===== config.mk =====
export PLATFORM = sky130hd
export DESIGN_NAME = ofd_decoder
export DESIGN_NICKNAME = d
export VERILOG_FILES = /design/src/include/ofd_pkg.sv /design/src/logic/ofd_decoder.sv /design/src/logic/ofd_phase.sv
export SDC_FILE = /design/constraint.sdc
export NUM_CORES = 1
export LEC_CHECK = 0
export ABC_CLOCK_PERIOD_IN_PS = 5650
export BUFFER_PORTS_ARGS = -buffer_cell sky130_fd_sc_hd__buf_2
export CORE_MARGIN = 5
export CORE_UTILIZATION = 50
export CTS_CLUSTER_DIAMETER = 40
export DETAILED_ROUTE_END_ITERATION = 16
export GPL_ROUTABILITY_DRIVEN = 1
export PLACE_DENSITY = 0.86
export SYNTH_ARGS = -nofsm -noshare
export SYNTH_HDL_FRONTEND = slang
export SYNTH_HIERARCHICAL = 1
export SYNTH_SLANG_ARGS = --single-unit
export TNS_END_PERCENT = 5

===== constraint.sdc =====
create_clock -name aclk -period 5.65 [get_ports aclk]
set_clock_uncertainty 0.1 [all_clocks]
set_input_delay 1.13 -clock aclk [delete_from_list [all_inputs] [get_ports aclk]]
set_output_delay 1.13 -clock aclk [all_outputs]
set_load 0.005 [all_outputs]

===== src/include/ofd_pkg.sv =====
// shared constants and types for the opcode operand field decoder
package ofd_pkg;

  // timing: oscillator periods per instruction cycle
  localparam int unsigned OSC_PER_ICYCLE = 4;

  // widths
  localparam int unsigned WORD_W  = 16;
  localparam int unsigned FADDR_W = 12;
  localparam int unsigned BANK_W  = 4;
  localparam int unsigned PTR_W   = 21;

  // instruction word field positions
  localparam int unsigned D_BIT      = 9;
  localparam int unsigned A_BIT      = 8;
  localparam int unsigned BIT_MSB    = 11;
  localparam int unsigned BIT_LSB    = 9;
  localparam int unsigned S_CALL_BIT = 8;
  localparam int unsigned S_RET_BIT  = 0;
  localparam int unsigned TAG_MSB    = 15;
  localparam int unsigned TAG_LSB    = 12;

  // second word marker and access region split
  localparam logic [3:0] SECOND_WORD_TAG  = 4'hf;
  localparam logic [7:0] ACCESS_SPLIT     = 8'h80;
  localparam logic [3:0] ACCESS_LOW_BANK  = 4'h0;
  localparam logic [3:0] ACCESS_HIGH_BANK = 4'hf;

  // register offsets (byte addresses)
  localparam logic [7:0] REG_BANK   = 8'h00;
  localparam logic [7:0] REG_FLAGS  = 8'h04;
  localparam logic [7:0] REG_PTR    = 8'h08;
  localparam logic [7:0] REG_LATCH  = 8'h0c;
  localparam logic [7:0] REG_PROD   = 8'h10;
  localparam logic [7:0] REG_LASTW  = 8'h14;
  localparam logic [7:0] REG_MOVE   = 8'h18;

  // reset values and bus answers
  localparam logic [3:0]  BANK_RST    = 4'h0;
  localparam logic [20:0] PTR_RST     = 21'h000000;
  localparam logic [1:0]  RESP_OKAY   = 2'b00;
  localparam logic [1:0]  RESP_SLVERR = 2'b10;

  typedef enum logic [3:0] {
    OC_NOP = 4'h0, OC_BYTE = 4'h1, OC_BIT = 4'h2, OC_LIT8 = 4'h3,
    OC_PTRLOAD = 4'h4, OC_MOVE = 4'h5, OC_LONG = 4'h6, OC_CALL = 4'h7,
    OC_BRREL = 4'h8, OC_RET = 4'h9, OC_TABLE = 4'ha, OC_MUL = 4'hb
  } ofd_class_t;

  typedef enum logic [1:0] {
    PM_KEEP = 2'b00, PM_POST_INC = 2'b01, PM_POST_DEC = 2'b10, PM_PRE_INC = 2'b11
  } ofd_ptr_mode_t;

  typedef enum logic [1:0] {LW_NONE = 2'b00, LW_8 = 2'b01, LW_12 = 2'b11, LW_20 = 2'b10}
    ofd_lit_width_t;

  typedef enum logic {WS_FIRST = 1'b0, WS_SECOND = 1'b1} ofd_wstate_t;

  typedef struct packed {
    logic negative;
    logic signed_range_flag;
    logic zero;
    logic nibble_carry_flag;
    logic carry;
  } ofd_flags_t;

  typedef struct packed {
    ofd_class_t     op_class;
    logic [11:0]    data_addr;
    logic           dest_file;
    logic           rmw_read;
    logic [2:0]     bit_index;
    logic [7:0]     bit_mask;
    logic [19:0]    literal;
    ofd_lit_width_t lit_width;
    logic [11:0]    move_source_address;
    logic [11:0]    move_target_address;
    ofd_ptr_mode_t  pointer_update_mode;
    logic [20:0]    table_addr;
    logic           branch_rel;
    logic [19:0]    branch_target;
    logic           fast_save;
    logic           fast_restore;
    logic [1:0]     icycles;
  } ofd_dec_t;

  // access region map: low half to the bottom bank, high half to the top bank
  function automatic logic [11:0] ofd_access_addr(input logic [7:0] f);
    ofd_access_addr = (f < ACCESS_SPLIT) ? {ACCESS_LOW_BANK, f} : {ACCESS_HIGH_BANK, f};
  endfunction

  // classes that fetch a second word
  function automatic logic ofd_two_word(input ofd_class_t c);
    ofd_two_word = (c == OC_MOVE) || (c == OC_PTRLOAD) || (c == OC_LONG) || (c == OC_CALL);
  endfunction

endpackage


===== src/logic/ofd_decoder.sv =====
// opcode operand field decoder with register access over axi4-lite
//
// Functional notes
// RULE1: a clear: access region, bank ignored
// RULE2: a set: bank register plus file address
// RULE3: three-bit bit position selects one bit
// RULE4: d selects accumulator or file register
// RULE5: file address field is eight bits
// RULE6: move source is twelve-bit address
// RULE7: move target is twelve-bit, bank independent
// RULE8: literals are eight, twelve or twenty bits
// RULE9: four table pointer update modes
// RULE10: relative branch signed, call/goto direct
// RULE11: fast bit saves/restores shadow registers
// RULE12: product held in high and low bytes
// RULE13: 21-bit pointer and 8-bit latch
// RULE14: don't-care bits ignored, generators write zero
// RULE15: five arithmetic status flags kept
// RULE16: stray second word executes as no-op
// RULE17: branch or return adds one cycle
// RULE18: file instructions read before writing
// RULE19: fields presented in the starting cycle
`timescale 1ns/100ps
module ofd_decoder
  import ofd_pkg::*;
#(
  parameter int unsigned ADDR_W = 8,
  parameter int unsigned PHASES = OSC_PER_ICYCLE
)(
  // clock and reset
  input  wire logic              aclk,
  input  wire logic              aresetn,
  // axi4-lite slave
  input  wire logic [ADDR_W-1:0] s_axi_awaddr,
  input  wire logic              s_axi_awvalid,
  output logic                   s_axi_awready,
  input  wire logic [31:0]       s_axi_wdata,
  input  wire logic [3:0]        s_axi_wstrb,
  input  wire logic              s_axi_wvalid,
  output logic                   s_axi_wready,
  output logic [1:0]             s_axi_bresp,
  output logic                   s_axi_bvalid,
  input  wire logic              s_axi_bready,
  input  wire logic [ADDR_W-1:0] s_axi_araddr,
  input  wire logic              s_axi_arvalid,
  output logic                   s_axi_arready,
  output logic [31:0]            s_axi_rdata,
  output logic [1:0]             s_axi_rresp,
  output logic                   s_axi_rvalid,
  input  wire logic              s_axi_rready,
  // fetch path
  input  wire logic              instr_valid,
  input  wire logic [15:0]       instr_word,
  input  wire ofd_class_t        instr_class,
  output logic                   instr_ready,
  // execution datapath inputs
  input  wire logic [7:0]        acc_value,
  input  wire logic              flags_we,
  input  wire ofd_flags_t        flags_in,
  input  wire logic              latch_we,
  input  wire logic [7:0]        latch_in,
  // decoded fields and held state
  output logic                   dec_valid,
  output ofd_dec_t               dec,
  output ofd_flags_t             flags,
  output logic [3:0]             bank_select_register,
  output logic [20:0]            program_memory_pointer,
  output logic [7:0]             program_memory_latch,
  output logic [7:0]             product_high_byte,
  output logic [7:0]             product_low_byte
);

  if (ADDR_W < 8) begin : g_check
    $error("ofd_decoder: ADDR_W must be at least 8");
  end

  // byte-lane merge of a bus write into an old value
  function automatic logic [31:0] wmerge(input logic [31:0] old, input logic [31:0] d,
                                         input logic [3:0] strb);
    for (int i = 0; i < 4; i++) begin
      wmerge[i*8 +: 8] = strb[i] ? d[i*8 +: 8] : old[i*8 +: 8];
    end
  endfunction

  logic          phase_last;
  ofd_wstate_t   wstate;
  logic [15:0]   pend_word;
  ofd_class_t    pend_class;
  logic          extra;
  ofd_flags_t    shadow_flags;
  logic [3:0]    shadow_bank;
  logic [15:0]   last_first;
  logic [15:0]   last_second;
  ofd_dec_t      next_dec;

  ofd_phase #(.PHASES(PHASES)) u_phase (
    .aclk       (aclk),
    .aresetn    (aresetn),
    .phase_last (phase_last)
  );

  // word sequencing and operand selection
  logic          take;
  logic          tag_hit;
  logic          stray;
  logic          starts_pair;
  logic          emit;
  logic [15:0]   first_w;
  ofd_class_t    eff_class;
  ofd_ptr_mode_t mode;
  logic [20:0]   ptr_inc;
  logic [20:0]   ptr_dec;
  assign take        = instr_valid && instr_ready;
  assign tag_hit     = instr_word[TAG_MSB:TAG_LSB] == SECOND_WORD_TAG;
  // RULE16: stray second word
  assign stray       = (wstate == WS_FIRST) && tag_hit;
  assign starts_pair = take && (wstate == WS_FIRST) && !stray && ofd_two_word(instr_class);
  assign emit        = take && !starts_pair;
  assign first_w     = (wstate == WS_SECOND) ? pend_word : instr_word;
  assign eff_class   = stray ? OC_NOP :
                       (wstate == WS_SECOND) ? (tag_hit ? pend_class : OC_NOP) : instr_class;
  assign mode        = ofd_ptr_mode_t'(first_w[1:0]);
  assign ptr_inc     = program_memory_pointer + 21'h000001;
  assign ptr_dec     = program_memory_pointer - 21'h000001;

  // RULE14: don't-care bits dropped
  // field extraction; unused bits of each format never reach a dec field
  always_comb begin
    next_dec = '0;
    next_dec.op_class = eff_class;
    next_dec.icycles = 2'd1;
    case (eff_class)
      OC_BYTE, OC_BIT: begin
        // RULE1: access region
        // RULE2: bank register select
        // RULE5: eight-bit file field
        next_dec.data_addr = first_w[A_BIT] ? {bank_select_register, first_w[7:0]}
                                            : ofd_access_addr(first_w[7:0]);
        // RULE18: read before write
        next_dec.rmw_read = 1'b1;
        // RULE4: destination select
        next_dec.dest_file = (eff_class == OC_BIT) || first_w[D_BIT];
        if (eff_class == OC_BIT) begin
          // RULE3: bit position
          next_dec.bit_index = first_w[BIT_MSB:BIT_LSB];
          next_dec.bit_mask = 8'h01 << first_w[BIT_MSB:BIT_LSB];
        end
      end
      OC_LIT8, OC_MUL: begin
        // RULE8: eight-bit literal
        next_dec.literal = {12'h000, first_w[7:0]};
        next_dec.lit_width = LW_8;
      end
      OC_PTRLOAD: begin
        // RULE8: twelve-bit pointer literal
        next_dec.literal = {8'h00, first_w[3:0], instr_word[7:0]};
        next_dec.lit_width = LW_12;
        next_dec.icycles = 2'd2;
      end
      OC_MOVE: begin
        // RULE6: move source address
        // RULE7: move target address
        next_dec.move_source_address = first_w[11:0];
        next_dec.move_target_address = instr_word[11:0];
        next_dec.rmw_read = 1'b1;
        next_dec.icycles = 2'd2;
      end
      OC_LONG, OC_CALL: begin
        // RULE10: direct target
        next_dec.literal = {instr_word[11:0], first_w[7:0]};
        next_dec.lit_width = LW_20;
        next_dec.branch_target = {instr_word[11:0], first_w[7:0]};
        // RULE11: fast call
        next_dec.fast_save = (eff_class == OC_CALL) && first_w[S_CALL_BIT];
        next_dec.icycles = 2'd2;
      end
      OC_BRREL: begin
        // RULE10: signed displacement
        next_dec.branch_rel = 1'b1;
        next_dec.branch_target = {{12{first_w[7]}}, first_w[7:0]};
        // RULE17: extra cycle
        next_dec.icycles = 2'd2;
      end
      OC_RET: begin
        // RULE11: fast return
        next_dec.fast_restore = first_w[S_RET_BIT];
        next_dec.icycles = 2'd2;
      end
      OC_TABLE: begin
        // RULE9: pointer mode
        next_dec.pointer_update_mode = mode;
        next_dec.table_addr = (mode == PM_PRE_INC) ? ptr_inc : program_memory_pointer;
      end
      default: begin
        next_dec.op_class = OC_NOP;
      end
    endcase
  end

  // sequencing: pending first word, extra cycle, ready at phase boundary
  always_ff @(posedge aclk) begin
    if (!aresetn) begin
      wstate <= WS_FIRST;
      pend_word <= 16'h0000;
      pend_class <= OC_NOP;
      extra <= 1'b0;
      instr_ready <= 1'b0;
    end else begin
      if (starts_pair) begin
        wstate <= WS_SECOND;
        pend_word <= instr_word;
        pend_class <= instr_class;
      end else if (emit) begin
        wstate <= WS_FIRST;
      end
      // RULE17: hold off one cycle
      if (emit && (eff_class == OC_BRREL || eff_class == OC_RET)) begin
        extra <= 1'b1;
      end else if (phase_last) begin
        extra <= 1'b0;
      end
      // one instruction taken per cycle of PHASES periods
      instr_ready <= phase_last && !extra;
    end
  end

  // RULE19: fields out in starting cycle
  always_ff @(posedge aclk) begin
    if (!aresetn) begin
      dec_valid <= 1'b0;
      dec <= '0;
      last_first <= 16'h0000;
      last_second <= 16'h0000;
    end else begin
      dec_valid <= emit;
      if (emit) begin
        dec <= next_dec;
        last_first <= first_w;
        last_second <= instr_word;
      end
    end
  end

  // bus write path: address and data taken in either order
  logic [ADDR_W-1:0] aw_addr;
  logic [31:0]       w_data;
  logic [3:0]        w_strb;
  logic              wr_fire;
  logic [7:0]        wr_off;
  logic              wr_map;
  assign wr_fire = !s_axi_awready && !s_axi_wready && !s_axi_bvalid;
  assign wr_off  = aw_addr[7:0];
  assign wr_map  = (wr_off == REG_BANK) || (wr_off == REG_FLAGS) || (wr_off == REG_PTR) ||
                   (wr_off == REG_LATCH) || (wr_off == REG_PROD) || (wr_off == REG_LASTW) ||
                   (wr_off == REG_MOVE);
  always_ff @(posedge aclk) begin
    if (!aresetn) begin
      s_axi_awready <= 1'b1;
      s_axi_wready <= 1'b1;
      s_axi_bvalid <= 1'b0;
      s_axi_bresp <= RESP_OKAY;
      aw_addr <= '0;
      w_data <= 32'h00000000;
      w_strb <= 4'h0;
    end else begin
      if (s_axi_awvalid && s_axi_awready) begin
        aw_addr <= s_axi_awaddr;
        s_axi_awready <= 1'b0;
      end
      if (s_axi_wvalid && s_axi_wready) begin
        w_data <= s_axi_wdata;
        w_strb <= s_axi_wstrb;
        s_axi_wready <= 1'b0;
      end
      if (wr_fire) begin
        s_axi_bvalid <= 1'b1;
        s_axi_bresp <= (wr_map && aw_addr[ADDR_W-1:0] == ADDR_W'(wr_off)) ? RESP_OKAY
                                                                          : RESP_SLVERR;
      end
      if (s_axi_bvalid && s_axi_bready) begin
        s_axi_bvalid <= 1'b0;
        s_axi_awready <= 1'b1;
        s_axi_wready <= 1'b1;
      end
    end
  end

  // register next values; hardware events win over a same-cycle bus write
  logic        sw_we;
  ofd_flags_t  next_flags;
  logic [3:0]  next_bank;
  logic [20:0] next_ptr;
  logic [7:0]  next_latch;
  logic        do_restore;
  assign sw_we      = wr_fire && (aw_addr[ADDR_W-1:0] == ADDR_W'(wr_off));
  assign do_restore = emit && next_dec.fast_restore;
  // RULE11: restore from shadow set
  assign next_bank  = do_restore ? shadow_bank :
                      (sw_we && wr_off == REG_BANK) ? 4'(wmerge(32'(bank_select_register),
                                                             w_data, w_strb)) :
                      bank_select_register;
  // RULE15: five status flags
  assign next_flags = do_restore ? shadow_flags : flags_we ? flags_in :
                      (sw_we && wr_off == REG_FLAGS) ?
                        ofd_flags_t'(5'(wmerge(32'(flags), w_data, w_strb))) : flags;
  // RULE9: pointer update modes
  assign next_ptr   = (emit && eff_class == OC_TABLE) ?
                        ((mode == PM_POST_DEC) ? ptr_dec :
                         (mode == PM_KEEP) ? program_memory_pointer : ptr_inc) :
                      (sw_we && wr_off == REG_PTR) ?
                        21'(wmerge(32'(program_memory_pointer), w_data, w_strb)) :
                      program_memory_pointer;
  assign next_latch = latch_we ? latch_in :
                      (sw_we && wr_off == REG_LATCH) ?
                        8'(wmerge(32'(program_memory_latch), w_data, w_strb)) :
                      program_memory_latch;

  // RULE13: pointer and latch storage
  always_ff @(posedge aclk) begin
    if (!aresetn) begin
      bank_select_register <= BANK_RST;
      flags <= '0;
      program_memory_pointer <= PTR_RST;
      program_memory_latch <= 8'h00;
    end else begin
      bank_select_register <= next_bank;
      flags <= next_flags;
      program_memory_pointer <= next_ptr;
      program_memory_latch <= next_latch;
    end
  end

  // RULE11: shadow save on fast call
  // RULE12: product split into two bytes
  always_ff @(posedge aclk) begin
    if (!aresetn) begin
      shadow_flags <= '0;
      shadow_bank <= BANK_RST;
      {product_high_byte, product_low_byte} <= 16'h0000;
    end else begin
      if (emit && next_dec.fast_save) begin
        shadow_flags <= flags;
        shadow_bank <= bank_select_register;
      end
      if (emit && eff_class == OC_MUL) begin
        {product_high_byte, product_low_byte} <= 16'(acc_value) * 16'(first_w[7:0]);
      end
    end
  end

  // bus read path; unmapped offsets answer slverr with zero data
  logic [31:0] rd_data;
  logic        rd_map;
  assign rd_map = s_axi_araddr[ADDR_W-1:0] == ADDR_W'(s_axi_araddr[7:0]);
  always_comb begin
    rd_data = 32'h00000000;
    case (s_axi_araddr[7:0])
      REG_BANK:  rd_data = 32'(bank_select_register);
      REG_FLAGS: rd_data = 32'(flags);
      REG_PTR:   rd_data = 32'(program_memory_pointer);
      REG_LATCH: rd_data = 32'(program_memory_latch);
      REG_PROD:  rd_data = {16'h0000, product_high_byte, product_low_byte};
      REG_LASTW: rd_data = {last_second, last_first};
      REG_MOVE:  rd_data = {4'h0, dec.move_target_address, 4'h0, dec.move_source_address};
      default:   rd_data = 32'h00000000;
    endcase
  end
  logic rd_known;
  assign rd_known = rd_map && ((s_axi_araddr[7:0] == REG_BANK) ||
                    (s_axi_araddr[7:0] == REG_FLAGS) || (s_axi_araddr[7:0] == REG_PTR) ||
                    (s_axi_araddr[7:0] == REG_LATCH) || (s_axi_araddr[7:0] == REG_PROD) ||
                    (s_axi_araddr[7:0] == REG_LASTW) || (s_axi_araddr[7:0] == REG_MOVE));
  always_ff @(posedge aclk) begin
    if (!aresetn) begin
      s_axi_arready <= 1'b1;
      s_axi_rvalid <= 1'b0;
      s_axi_rdata <= 32'h00000000;
      s_axi_rresp <= RESP_OKAY;
    end else begin
      if (s_axi_arvalid && s_axi_arready) begin
        s_axi_arready <= 1'b0;
        s_axi_rvalid <= 1'b1;
        s_axi_rdata <= rd_known ? rd_data : 32'h00000000;
        s_axi_rresp <= rd_known ? RESP_OKAY : RESP_SLVERR;
      end else if (s_axi_rvalid && s_axi_rready) begin
        s_axi_rvalid <= 1'b0;
        s_axi_arready <= 1'b1;
      end
    end
  end

  // checks on decoded fields against the word that produced them
  property p_access_region;
    @(posedge aclk) disable iff (!aresetn)
    (emit && (eff_class == OC_BYTE || eff_class == OC_BIT) && !first_w[A_BIT])
      |=> dec.data_addr == ofd_access_addr($past(first_w[7:0]));
  endproperty
  a_access_region: assert property (p_access_region) else $error("access region wrong"); // RULE1
  property p_bank_addr;
    @(posedge aclk) disable iff (!aresetn)
    (emit && eff_class == OC_BYTE && first_w[A_BIT])
      |=> dec.data_addr == {$past(bank_select_register), $past(first_w[7:0])};
  endproperty
  a_bank_addr: assert property (p_bank_addr) else $error("banked address wrong"); // RULE2
  property p_bit_mask;
    @(posedge aclk) disable iff (!aresetn)
    (dec_valid && dec.op_class == OC_BIT)
      |-> $onehot(dec.bit_mask) && dec.bit_mask == (8'h01 << last_first[BIT_MSB:BIT_LSB]);
  endproperty
  a_bit_mask: assert property (p_bit_mask) else $error("bit mask wrong"); // RULE3
  property p_dest;
    @(posedge aclk) disable iff (!aresetn)
    (dec_valid && dec.op_class == OC_BYTE) |-> dec.dest_file == last_first[D_BIT];
  endproperty
  a_dest: assert property (p_dest) else $error("destination select wrong"); // RULE4
  property p_move;
    @(posedge aclk) disable iff (!aresetn)
    (dec_valid && dec.op_class == OC_MOVE) |-> dec.move_source_address == last_first[11:0]
      && dec.move_target_address == last_second[11:0];
  endproperty
  a_move: assert property (p_move) else $error("move addresses wrong"); // RULE7
  property p_ptr_mode;
    @(posedge aclk) disable iff (!aresetn)
    (dec_valid && dec.op_class == OC_TABLE) |->
      program_memory_pointer == ((dec.pointer_update_mode == PM_POST_INC) ?
        dec.table_addr + 21'h000001 : (dec.pointer_update_mode == PM_POST_DEC) ?
        dec.table_addr - 21'h000001 : dec.table_addr);
  endproperty
  a_ptr_mode: assert property (p_ptr_mode) else $error("pointer update wrong"); // RULE9
  property p_restore;
    @(posedge aclk) disable iff (!aresetn)
    (dec_valid && dec.fast_restore) |-> flags == $past(shadow_flags);
  endproperty
  a_restore: assert property (p_restore) else $error("fast restore wrong"); // RULE11
  property p_product;
    @(posedge aclk) disable iff (!aresetn)
    (emit && eff_class == OC_MUL) |=>
      {product_high_byte, product_low_byte} == $past(acc_value) * $past(first_w[7:0]);
  endproperty
  a_product: assert property (p_product) else $error("product wrong"); // RULE12
  property p_stray;
    @(posedge aclk) disable iff (!aresetn)
    (take && stray) |=> dec_valid && dec.op_class == OC_NOP;
  endproperty
  a_stray: assert property (p_stray) else $error("stray second word not nop"); // RULE16
  property p_extra;
    @(posedge aclk) disable iff (!aresetn)
    (dec_valid && dec.op_class == OC_BRREL) |-> !instr_ready [*7] ##1 instr_ready;
  endproperty
  a_extra: assert property (p_extra) else $error("branch extra cycle wrong"); // RULE17
  property p_same_cycle;
    @(posedge aclk) disable iff (!aresetn)
    emit |=> dec_valid && !instr_ready;
  endproperty
  a_same_cycle: assert property (p_same_cycle) else $error("decode late"); // RULE19

endmodule


===== src/logic/ofd_phase.sv =====
// instruction cycle phase counter
`timescale 1ns/100ps
module ofd_phase
  import ofd_pkg::*;
#(
  parameter int unsigned PHASES = OSC_PER_ICYCLE
)(
  // clock and reset
  input  wire logic aclk,
  input  wire logic aresetn,
  // phase marker
  output logic      phase_last
);

  localparam int unsigned CW = (PHASES > 2) ? $clog2(PHASES) : 1;
  localparam logic [CW-1:0] LAST = CW'(PHASES - 1);

  // the ready handshake needs distinct first and last phases
  if (PHASES < 2) begin : g_check
    $error("ofd_phase: PHASES must be at least 2");
  end

  logic [CW-1:0] phase;
  logic [CW-1:0] next_phase;

  assign next_phase = (phase == LAST) ? '0 : phase + CW'(1);
  assign phase_last = (phase == LAST);

  // free running count of oscillator periods
  always_ff @(posedge aclk) begin
    if (!aresetn) begin
      phase <= '0;
    end else begin
      phase <= next_phase;
    end
  end

endmodule

==> implementation parameters, run 1 <==
Parameter                              Value

Synthesis
  Synth unique cells ... 86
  Largest cells by area after synthesis ... dfxtp_1, nand2_1, a21oi_1
  Mean cell area of the mapped netlist ... 8.28 um^2
  Dominant register cell in the synthesized netlist ... dfxtp_1
  Async set-or-reset flop fraction in the synthesized netlist ... 0
  Number of synthesis warnings ... 6
  Most instantiated library cell after synthesis ... dfxtp_1
  Number of enable-type register cells in the synthesized netlist ... 0
  Post-synth design cell area ... 16200 um^2
  Synthesis-stage register bit count ... 315
  Commonest cells post-synth ... dfxtp_1, nand2_1, a21oi_1
  Proportion of synthesized chip area in sequential cells ... 0.389
  Library cell with the largest summed area after synthesis ... dfxtp_1
  Post-synth top area share ... 0.389
  Gate count of the mapped netlist ... 1959

Drt
  Detailed-router iteration count before antenna repair ... 8
  Routed vias ... 16200
  Via density per instance ... 6.05
  DRC Markers ... 0
  Total detailed-routing wirelength ... 55.5 mm
  Initial detailed-routing violation count ... 1757
  Residual antenna-violating net count after detailed routing ... 0
  WL/cell ... 20.7 um

Floorplan
  Area inside the core boundary ... 32300 um^2
  Die Span Y ... 190 um
  Die span in x ... 190 um
  Starting utilization of the core area ... 0.503
  Cell Rows ... 66
  Number of primary I/O pins ... 323
  Die Outline Area ... 36200 um^2

Clock network
  Level count of the clock H-tree ... 2
  Clock transition at the registers of the reported paths ... 0.06 ns
  Maximum count of clock buffers along a single path ... 3
  Number of clock sinks ... 315
  Gates resized, CTS repair ... 0
  Clock buffer count from CTS ... 48
  Clock latency on the worst-skew pair ... 0.56 ns
  Hold_buf cts ... 0
  TritonCTS clock tree ... done
  Buffer cell driving the clock tree root ... clkbuf_16
  Post-CTS setup buffer count ... 0

Place
  Number of buffer cells added on primary ports ... 308
  DP HPWL ... 40.2 mm
  Area post-placement ... 18000 um^2
  Gpl congestion ... 0.999

GRT
  Largest net degree at the start of global routing ... 100
  Global-route wire length before repair ... 85.7 mm
  Antenna violations before repair ... 0
  Global-route congestion overflow total ... 0
  Vias in the first global route ... 15600
  Total routing usage reported by global routing ... 0.293

Critical path
  CP Data Arrival Time ... 5.70 ns
  Cell with the biggest individual delay on the critical path ... dfxtp_2
  Worst stage delay on the critical path ... 0.69 ns
  Startpoint type of the worst setup path ... register
  Dominant delay contributor by cell family on the critical path ... adder cells
  Type of destination of the critical path ... register
  Classification of the worst setup path ... reg2reg
  Cells along the critical path ... mux2_2 -> and2_1 -> fa_1 -> fa_1 -> inv_1 -> fa_1 -> fa_1 -> inv_1 -> ha_1 -> buf_4 -> o21ai_0 -> o21ai_0 -> nand2_1 -> o21ai_0 -> nor3_1 -> o32ai_1
  Required time of the critical path ... 6.00 ns
  Critical Path Most Common Cell ... fa_1
  Crit path buffers/inverters ... 3
  Largest fanout of any net on the critical path ... 19

STA
  Sum of negative setup slack ... 0 ns
  Worst-case headroom to the max-slew limit ... 0.292
  RSZ-0062 raised after global routing ... no
  Number of endpoints failing setup at the final stage ... 0
  Final Hold Vio Count ... 0
  Max Transition Viols Final ... 0
  Max frequency ... 187 MHz
  Shortest period the worst path allows ... 5.35 ns
  Transition at the pin with the smallest max-transition slack ... 1.03 ns
  Final critical-path share of the clock period ... 0.947

Pwr
  Power density of the placed cells ... 315 nW/um^2
  Peak supply drop ... 0.234 mV
  Leak ... 8.22 nW

Cells and area
  Number of fillers in the final layout ... 2709
  Fraction of layout instances using a drive strength above 1 ... 0.214
  Growth of design area from synthesis to finish ... 20.8%
  Inserted Diodes ... 0
  End-of-flow core utilization ... 0.607
  NumNets Final ... 2380
  Post-route cell area ... 19600 um^2

Worst hold path
  Class of the tightest hold or removal check ... reg2reg

Run
  Number of max-cap violations ... 0

Outcome
  Result of the run ... completed
-- per-layer routing --
layer,routed length [um],GRT usage
met3,5780,0.0583
met5,0,0
met4,2690,0.130
met2,25600,0.478
met1,21400,0.377
-- sequential cells by signal (all words and copies together), names as in the netlist, 2 cells and up --
register / count
flags: 5
program_memory_latch: 8
w_strb: 3
product_high_byte: 8
shadow_bank: 4
program_memory_pointer: 21
w_data: 21
aw_addr: 8
s_axi_rdata: 32
dec: 123
bank_select_register: 4
shadow_flags: 5
pend_class: 4
product_low_byte: 8
u_phase/phase: 2
last_first: 16
pend_word: 16
last_second: 16
-- cells in the final DEF (no fill, tap or decap), types with 7 or more instances in the layout --
cell / Yosys / final
o211ai_1: 10 / 10
a211oi_1: 26 / 26
a21o_1: 13 / 12
nor2_1: 151 / 151
o31ai_1: 8 / 8
inv_1: 73 / 73
ha_1: 39 / 39
buf_4: 7 / 37
nand3_1: 67 / 67
mux2i_1: 56 / 56
a21oi_1: 189 / 188
inv_6: 0 / 11
buf_2: 26 / 308
o31a_1: 12 / 12
nand2_1: 299 / 299
mux2_2: 24 / 24
xnor2_1: 20 / 20
a22o_1: 8 / 8
and3_1: 20 / 20
fa_1: 36 / 36
o22ai_1: 12 / 12
clkbuf_16: 0 / 48
nor3_1: 40 / 39
a2bb2oi_1: 10 / 10
dfxtp_1: 315 / 314
a31oi_1: 19 / 19
a22oi_1: 56 / 56
o21ai_1: 7 / 7
nand4_1: 18 / 18
o21ai_0: 74 / 74
and2_1: 50 / 50
a222oi_1: 8 / 8
xor2_1: 12 / 12
nor2b_1: 19 / 19
nor4_1: 8 / 8
nand2b_1: 13 / 13
-- through the flow --
step	total power, mW	std cells	hold slack (ns)	setup WS [ns]
after floorplan	2.96	1960	0.320	0.189
after global placement	3.18	2594	0.329	0.0753
after detailed placement	3.22	2594	0.340	-0.0337
after CTS	6.19	2682	0.349	0.373
after global routing	6.42	2682	0.363	0.102
final	6.17	2682	0.350	0.299
-- path summary, 6_finish.rpt --
check	start	endpoint	slack [ns]	cells after the start
setup / recovery	wstate	product_high_byte[6]	0.30	16
hold / removal	last_second[1]	last_second[1]	0.35	2
setup reg to reg	wstate	product_high_byte[6]	0.30	16
hold reg to reg	last_second[1]	last_second[1]	0.35	2
-- worst register-to-register path, delay by kind of cell (launching register included) --
| kind | cells | cell delay (ns) |
|---|---|---|
| adders and majority gates | 5 | 2.30 |
| AOI/OAI and AO/OA | 4 | 1.04 |
| DFF | 1 | 0.69 |
| muxes | 1 | 0.51 |
| and+or+nand+nor | 3 | 0.41 |
| buffers and inverters | 3 | 0.23 |
-- cell type report --
| cell class | instances | area (um^2) | area share |
|---|---|---|---|
| clock buffers | 58 | 1280 | 0.0652 |
| clock inverters | 30 | 359 | 0.0183 |
| inverters | 74 | 283 | 0.0144 |
| multi-input cells | 1418 | 9010 | 0.459 |
| flip-flops and latches | 315 | 6310 | 0.322 |
| well taps | 442 | 553 | 0.0282 |
| repair buffers | 345 | 1820 | 0.0928 |
-- power breakdown --
part           internal [mW]  switching, mW  leakage [nW]  total, mW
sequential              2.26         0.0316          2.55       2.29
clock                   1.80           1.18         0.792       2.99
combinational          0.362          0.541          4.88      0.903
-- cells by family (layout without fill, tap and decap cells) --
group	count (synthesis)	count (layout)	share of synthesized area
AO/OA/AOI/OAI	504	504	0.201
buffers and inverters	227	507	0.0580
adder cells (fa/ha/maj)	75	75	0.0745
other	1	2	0.000231
flip-flops	315	315	0.389
AND/OR/NAND/NOR	724	724	0.208
multiplexers	81	81	0.0526
XOR/XNOR	32	32	0.0173
Power figures use the tool's default switching activity.
==> run 2: changes to the inputs <==
==> constraint.sdc (replaced) <==
create_clock -name aclk -period 5.65 [get_ports aclk]
set_clock_uncertainty 0.1 [all_clocks]
set_input_delay 0.565 -clock aclk [delete_from_list [all_inputs] [get_ports aclk]]
set_output_delay 0.565 -clock aclk [all_outputs]
set_load 0.005 [all_outputs]
==> run 2 against run 1 <==
Against the previous run:
- power decreased by 3.1%
- die area unchanged
- maximum frequency rose by 3.0%
- critical path type unchanged
==> implementation parameters, run 2 (synthesized netlist as in run 1, its figures left out) <==
Parameter                              Value

Outcome
  Result of the run ... completed

Drt
  Residual antenna-violating net count after detailed routing ... 0 (unchanged)
  DRC Markers ... 0 (unchanged)
  Initial detailed-routing violation count ... 1674 (-4.7%)
  WL/cell ... 20.7 um (about the same)
  Via density per instance ... 5.99 (-0.99%)
  Total detailed-routing wirelength ... 54.9 mm (-1.0%)
  Detailed-router iteration count before antenna repair ... 6 (-2)
  Routed vias ... 15900 (-1.9%)

Run
  Number of max-cap violations ... 0 (unchanged)

STA
  Max frequency ... 192 MHz (+3.0%)
  Final critical-path share of the clock period ... 0.920 (-0.0273)
  RSZ-0062 raised after global routing ... no
  Number of endpoints failing setup at the final stage ... 0 (unchanged)
  Worst-case headroom to the max-slew limit ... 0.286 (-0.00641)
  Transition at the pin with the smallest max-transition slack ... 1.04 ns (+0.00935 ns)
  Max Transition Viols Final ... 0 (unchanged)
  Final Hold Vio Count ... 0 (unchanged)
  Shortest period the worst path allows ... 5.20 ns (-0.154 ns)
  Sum of negative setup slack ... 0 ns (unchanged)

GRT
  Global-route congestion overflow total ... 0 (unchanged)
  Antenna violations before repair ... 1 (+1)
  Vias in the first global route ... 15400 (-1.5%)
  Global-route wire length before repair ... 84.4 mm (-1.5%)
  Largest net degree at the start of global routing ... 125 (+25%)
  Total routing usage reported by global routing ... 0.290 (-0.00253)

Critical path
  Worst reg2reg path depth ... 15 (-1)
  Reg2reg setup slack ... 0.45 ns (+0.15 ns)
  Critical Path Most Common Cell ... fa_1
  Cells along the critical path ... mux2_2 -> and2_1 -> fa_1 -> fa_1 -> inv_1 -> fa_1 -> fa_1 -> inv_1 -> ha_1 -> o21a_1 -> o31a_1 -> o41a_1 -> a211o_1 -> xnor2_1 -> a21oi_1
  Dominant delay contributor by cell family on the critical path ... adder cells
  Largest fanout of any net on the critical path ... 21 (+2)
  Startpoint of the most critical register-to-register path ... wstate
  Classification of the worst setup path ... reg2reg
  Cell with the biggest individual delay on the critical path ... dfxtp_2
  Startpoint type of the worst setup path ... register
  Required time of the critical path ... 5.96 ns (-0.04 ns)
  CP Data Arrival Time ... 5.51 ns (-0.19 ns)
  Crit path buffers/inverters ... 2 (-1)
  Destination of the worst register-to-register timing path ... product_high_byte[7]
  Worst stage delay on the critical path ... 0.62 ns (-0.07 ns)
  Type of destination of the critical path ... register

Clock network
  Maximum count of clock buffers along a single path ... 3 (unchanged)
  Clock latency on the worst-skew pair ... 0.54 ns (-0.02 ns)
  Clock transition at the registers of the reported paths ... 0.06 ns (about the same)
  Buffer cell driving the clock tree root ... clkbuf_16
  Post-CTS setup buffer count ... 0 (unchanged)
  Clock buffer count from CTS ... 43 (-10%)
  Level count of the clock H-tree ... 2 (unchanged)
  TritonCTS clock tree ... done
  Hold_buf cts ... 0 (unchanged)
  Gates resized, CTS repair ... 0 (unchanged)
  Number of clock sinks ... 315 (unchanged)

Cells and area
  Most common cell after layout, fill and taps aside ... dfxtp_1
  Number of fillers in the final layout ... 2733 (+0.89%)
  Fraction of layout instances using a drive strength above 1 ... 0.206 (-0.00814)
  NumNets Final ... 2359 (-0.88%)
  Leading cell types in the layout, fill and taps excluded ... dfxtp_1, buf_2, nand2_1, a21oi_1, nor2_1
  Biggest registers after layout ... dec: 123 flops, s_axi_rdata: 32 flops
  Growth of design area from synthesis to finish ... 19.3%
  Flip-flop count of the largest register after layout ... 123 (unchanged)
  Reg with most FFs ... dec

Pwr
  Leak ... 8.08 nW (-1.7%)
  Pwr Total ... 5.98 mW (-3.1%)
  Peak supply drop ... 0.215 mV (-7.9%)
  Power density of the placed cells ... 309 nW/um^2 (-1.9%)

Floorplan
  Starting utilization of the core area ... 0.503 (unchanged)
  Die span in x ... 190 um (unchanged)
  Area inside the core boundary ... 32300 um^2 (unchanged)
  Number of primary I/O pins ... 323 (unchanged)
  Die Outline Area ... 36200 um^2 (unchanged)
  Cell Rows ... 66 (unchanged)
  Die Span Y ... 190 um (unchanged)

Place
  DP HPWL ... 39.5 mm (-1.6%)
  Number of buffer cells added on primary ports ... 308 (unchanged)
  Gpl congestion ... 0.937 (-6.2%)

Worst hold path
  Worst min-delay path startpoint ... s_axi_wvalid
  Destination of the worst hold path ... s_axi_wready
  Class of the tightest hold or removal check ... in2reg
  WHS Path Cells ... 2 (unchanged)
[run 2: worst max-delay path by stage]
stage / startpoint / cells after the start / slack [ns] / to
6_report: wstate / 15 / 0.45 / product_high_byte[7]
5_1_grt: wstate / 15 / 0.23 / product_high_byte[6]
4_1_cts: wstate / 15 / 0.45 / product_high_byte[7]
3_5_place_dp: instr_word[3] / 16 / 0.45 / product_high_byte[7]
3_3_place_gp: instr_word[3] / 16 / 0.50 / product_high_byte[7]
2_1_floorplan: wstate / 19 / 0.33 / product_high_byte[7]
[run 2: area by class of cell]
class	instances	area [um^2]	share of cell area
Inverter	74	283	0.0146
Clock inverter	25	315	0.0163
Timing Repair Buffer	329	1700	0.0878
Multi-Input combinational cell	1418	9010	0.465
Sequential cell	315	6310	0.326
Clock buffer	51	1190	0.0614
Antenna cell	2	5.00	0.000258
Tap cell	442	553	0.0286
[run 2: per-stage QoR]
stage	cells	hold WS, ns	area, um^2	util	setup WS [ns]
global placement	2578	0.328	17900	0.553	0.500
finish	2656	0.145	19400	0.600	0.453
detailed placement	2578	0.341	17900	0.553	0.451
global route	2655	0.148	19400	0.600	0.229
CTS	2654	0.135	19400	0.599	0.448
floorplan	1960	0.320	16200	-	0.332
[run 2: report_power, final]
group / internal, mW / switching [mW]
clock: 1.75 / 1.05
combinational: 0.352 / 0.539
sequential: 2.26 / 0.0309
total: 4.36 / 1.62
[run 2: metal layers]
metal,global-route usage,wire [um],up-vias
met1,0.368,21300,7550
met5,0,0,-
met2,0.477,25500,874
met4,0.125,2520,0
met3,0.0655,5550,176
li1,-,-,7314
==> run 3: changes to the inputs <==
--- a/config.mk
+++ b/config.mk
@@ -14,3 +14,3 @@
 export GPL_ROUTABILITY_DRIVEN = 1
-export PLACE_DENSITY = 0.86
+export PLACE_DENSITY = 0.75
 export SYNTH_ARGS = -nofsm -noshare
--- a/constraint.sdc
+++ b/constraint.sdc
@@ -4,2 +4,2 @@
 set_output_delay 0.565 -clock aclk [all_outputs]
-set_load 0.005 [all_outputs]
+set_load 0.05 [all_outputs]
==> run 3 against run 2 <==
Against the previous run:
- maximum frequency grew 1.3%
- largest power group unchanged
- clock power grew 8.9%
- utilization grew 0.52 points
- critical path type unchanged
- highest routed layer is now met5
- worst hold slack lost 0.041 ns
- critical endpoint unchanged
- sequential power is essentially flat
- routed wire length shrank 0.97%
- register-to-register slack gained 0.07 ns
- count of clock-buffer cells in the layout grew 9
- cell area grew 0.86%
==> implementation parameters, run 3 (synthesized netlist as in run 1, its figures left out) <==
Parameter                              Value

Cells and area
  Flip-flop count of the largest register after layout ... 123 (unchanged)
  Reg with most FFs ... dec
  Fraction of layout instances using a drive strength above 1 ... 0.211 (+0.00435)
  Most common cell after layout, fill and taps aside ... dfxtp_1
  Biggest registers after layout ... dec: 123 flops, s_axi_rdata: 32 flops
  Inserted Diodes ... 0 (-2)
  Number of fillers in the final layout ... 2853 (+4.4%)
  Growth of design area from synthesis to finish ... 20.3%
  NumNets Final ... 2365 (+0.25%)
  Leading cell types in the layout, fill and taps excluded ... dfxtp_1, buf_2, nand2_1, a21oi_1, nor2_1
  Cell Count, Final, Fillers Out ... 2670 (+0.53%)

Drt
  Initial detailed-routing violation count ... 1598 (-4.5%)
  Detailed-router iteration count before antenna repair ... 8 (+2)
  Routed vias ... 15800 (-0.47%)
  DRC Markers ... 0 (unchanged)
  Via density per instance ... 5.93 (-0.99%)
  Total detailed-routing wirelength ... 54.4 mm (-0.97%)
  WL/cell ... 20.4 um (-1.5%)
  Residual antenna-violating net count after detailed routing ... 0 (unchanged)

Clock network
  TritonCTS clock tree ... done
  Level count of the clock H-tree ... 2 (unchanged)
  Buffer cell driving the clock tree root ... clkbuf_16
  Number of clock sinks ... 315 (unchanged)
  Maximum count of clock buffers along a single path ... 3 (unchanged)
  Gates resized, CTS repair ... 0 (unchanged)
  Post-CTS setup buffer count ... 0 (unchanged)
  Hold_buf cts ... 0 (unchanged)
  Clock latency on the worst-skew pair ... 0.58 ns (+0.04 ns)
  Clock transition at the registers of the reported paths ... 0.06 ns (about the same)
  Clock buffer count from CTS ... 49 (+14%)

Pwr
  Peak supply drop ... 0.258 mV (+20%)
  Pwr Total ... 6.26 mW (+4.6%)
  Power density of the placed cells ... 321 nW/um^2 (+3.8%)
  Leak ... 8.17 nW (+1.1%)

Critical path
  Required time of the critical path ... 5.98 ns (+0.02 ns)
  Largest fanout of any net on the critical path ... 18 (-14%)
  CP Data Arrival Time ... 5.46 ns (-0.05 ns)
  Startpoint type of the worst setup path ... register
  Type of destination of the critical path ... register
  Worst reg2reg path depth ... 17 (+2)
  Classification of the worst setup path ... reg2reg

STA
  Transition at the pin with the smallest max-transition slack ... 1.11 ns (+0.0729 ns)
  Shortest period the worst path allows ... 5.13 ns (-0.0669 ns)
  Final critical-path share of the clock period ... 0.908 (-0.0118)
  Final Hold Vio Count ... 0 (unchanged)
  Max frequency ... 195 MHz (+1.3%)
  Worst-case headroom to the max-slew limit ... 0.236 (-0.0500)
  Sum of negative setup slack ... 0 ns (unchanged)
  Number of endpoints failing setup at the final stage ... 0 (unchanged)
  Max Transition Viols Final ... 0 (unchanged)
  RSZ-0062 raised after global routing ... no

Place
  Gpl congestion ... 0.951 (+1.5%)
  Placed cell count ... 2578 (unchanged)
  Number of buffer cells added on primary ports ... 308 (unchanged)
  DP HPWL ... 39.4 mm (-0.46%)

Floorplan
  Cell Rows ... 66 (unchanged)
  Die span in x ... 190 um (unchanged)
  Starting utilization of the core area ... 0.503 (unchanged)
  Area inside the core boundary ... 32300 um^2 (unchanged)
  Die Outline Area ... 36200 um^2 (unchanged)
  Die Span Y ... 190 um (unchanged)
  Number of primary I/O pins ... 323 (unchanged)

GRT
  Largest net degree at the start of global routing ... 92 (-26%)
  Vias in the first global route ... 15000 (-2.3%)
  Global-route wire length before repair ... 83.8 mm (-0.83%)
  Global-route congestion overflow total ... 0 (unchanged)
  Total routing usage reported by global routing ... 0.288 (-0.00217)
  Antenna violations before repair ... 1 (unchanged)

Run
  Number of max-cap violations ... 0 (unchanged)

Worst hold path
  WHS Path Cells ... 2 (unchanged)
  Class of the tightest hold or removal check ... in2reg

Outcome
  Result of the run ... completed
-- run 3: changes by cell type in the layout (fill, tap and decap cells not counted), sizes merged --
| cell | previous run | this run |
|---|---|---|
| bufinv | 5 | 2 |
| clkbuf | 51 | 60 |
| clkinvlp | 5 | 4 |
| diode | 2 | 0 |
| inv | 82 | 93 |
-- run 3: final timing paths --
path | start | to | slack, ns
max | wstate | product_high_byte[7] | 0.52
min | s_axi_wvalid | s_axi_wready | 0.10
max reg2reg | wstate | product_high_byte[7] | 0.52
min reg2reg | last_second[1] | last_second[1] | 0.35
-- run 3: power by group --
part | internal (mW) | leakage, nW | switching (mW) | total, mW
Clock | 1.85 | 0.818 | 1.21 | 3.06
Combinational | 0.348 | 4.80 | 0.568 | 0.916
Sequential | 2.26 | 2.55 | 0.0307 | 2.29
Total | 4.45 | 8.17 | 1.81 | 6.26
-- run 3: final cells by class --
type	count	area, um^2	area share
clock buffers	60	1350	0.0691
clock inverters	32	325	0.0167
inverters	74	283	0.0145
multi-input cells	1418	9010	0.461
flip-flops and latches	315	6310	0.323
well taps	442	553	0.0283
repair buffers	329	1700	0.0870
-- run 3: critical path, cell delays in order (launching register included) --
cell and delay (ns):
dfxtp_2 0.55, buf_4 0.25, mux2_2 0.44, nand2_1 0.12
fa_1 0.43, fa_1 0.49, inv_1 0.05, fa_1 0.47
inv_1 0.05, fa_1 0.52, inv_1 0.04, ha_1 0.33
o21a_1 0.12, o31a_1 0.13, o41a_1 0.38, a211o_1 0.29
xnor2_1 0.15, a21oi_1 0.09
-- run 3: routing by layer --
metal  global-route usage  vias to the layer above  wire length, um
li1                     -                     7335                -
met1                0.381                     7554            21900
met4                0.143                        2             2760
met5                    0                        -               41
met2                0.456                      786            24900
met3               0.0508                      162             4760
-- run 3: stage by stage --
stage               utilization  hold slack (ns)  instance area, um^2  worst slack (ns)
finish                    0.605            0.103                19500             0.520
global route              0.605            0.129                19500             0.352
CTS                       0.605           0.0838                19500             0.545
detailed placement        0.553            0.342                17900             0.462
global placement          0.553            0.328                17900             0.501
floorplan                     -            0.320                16200             0.332
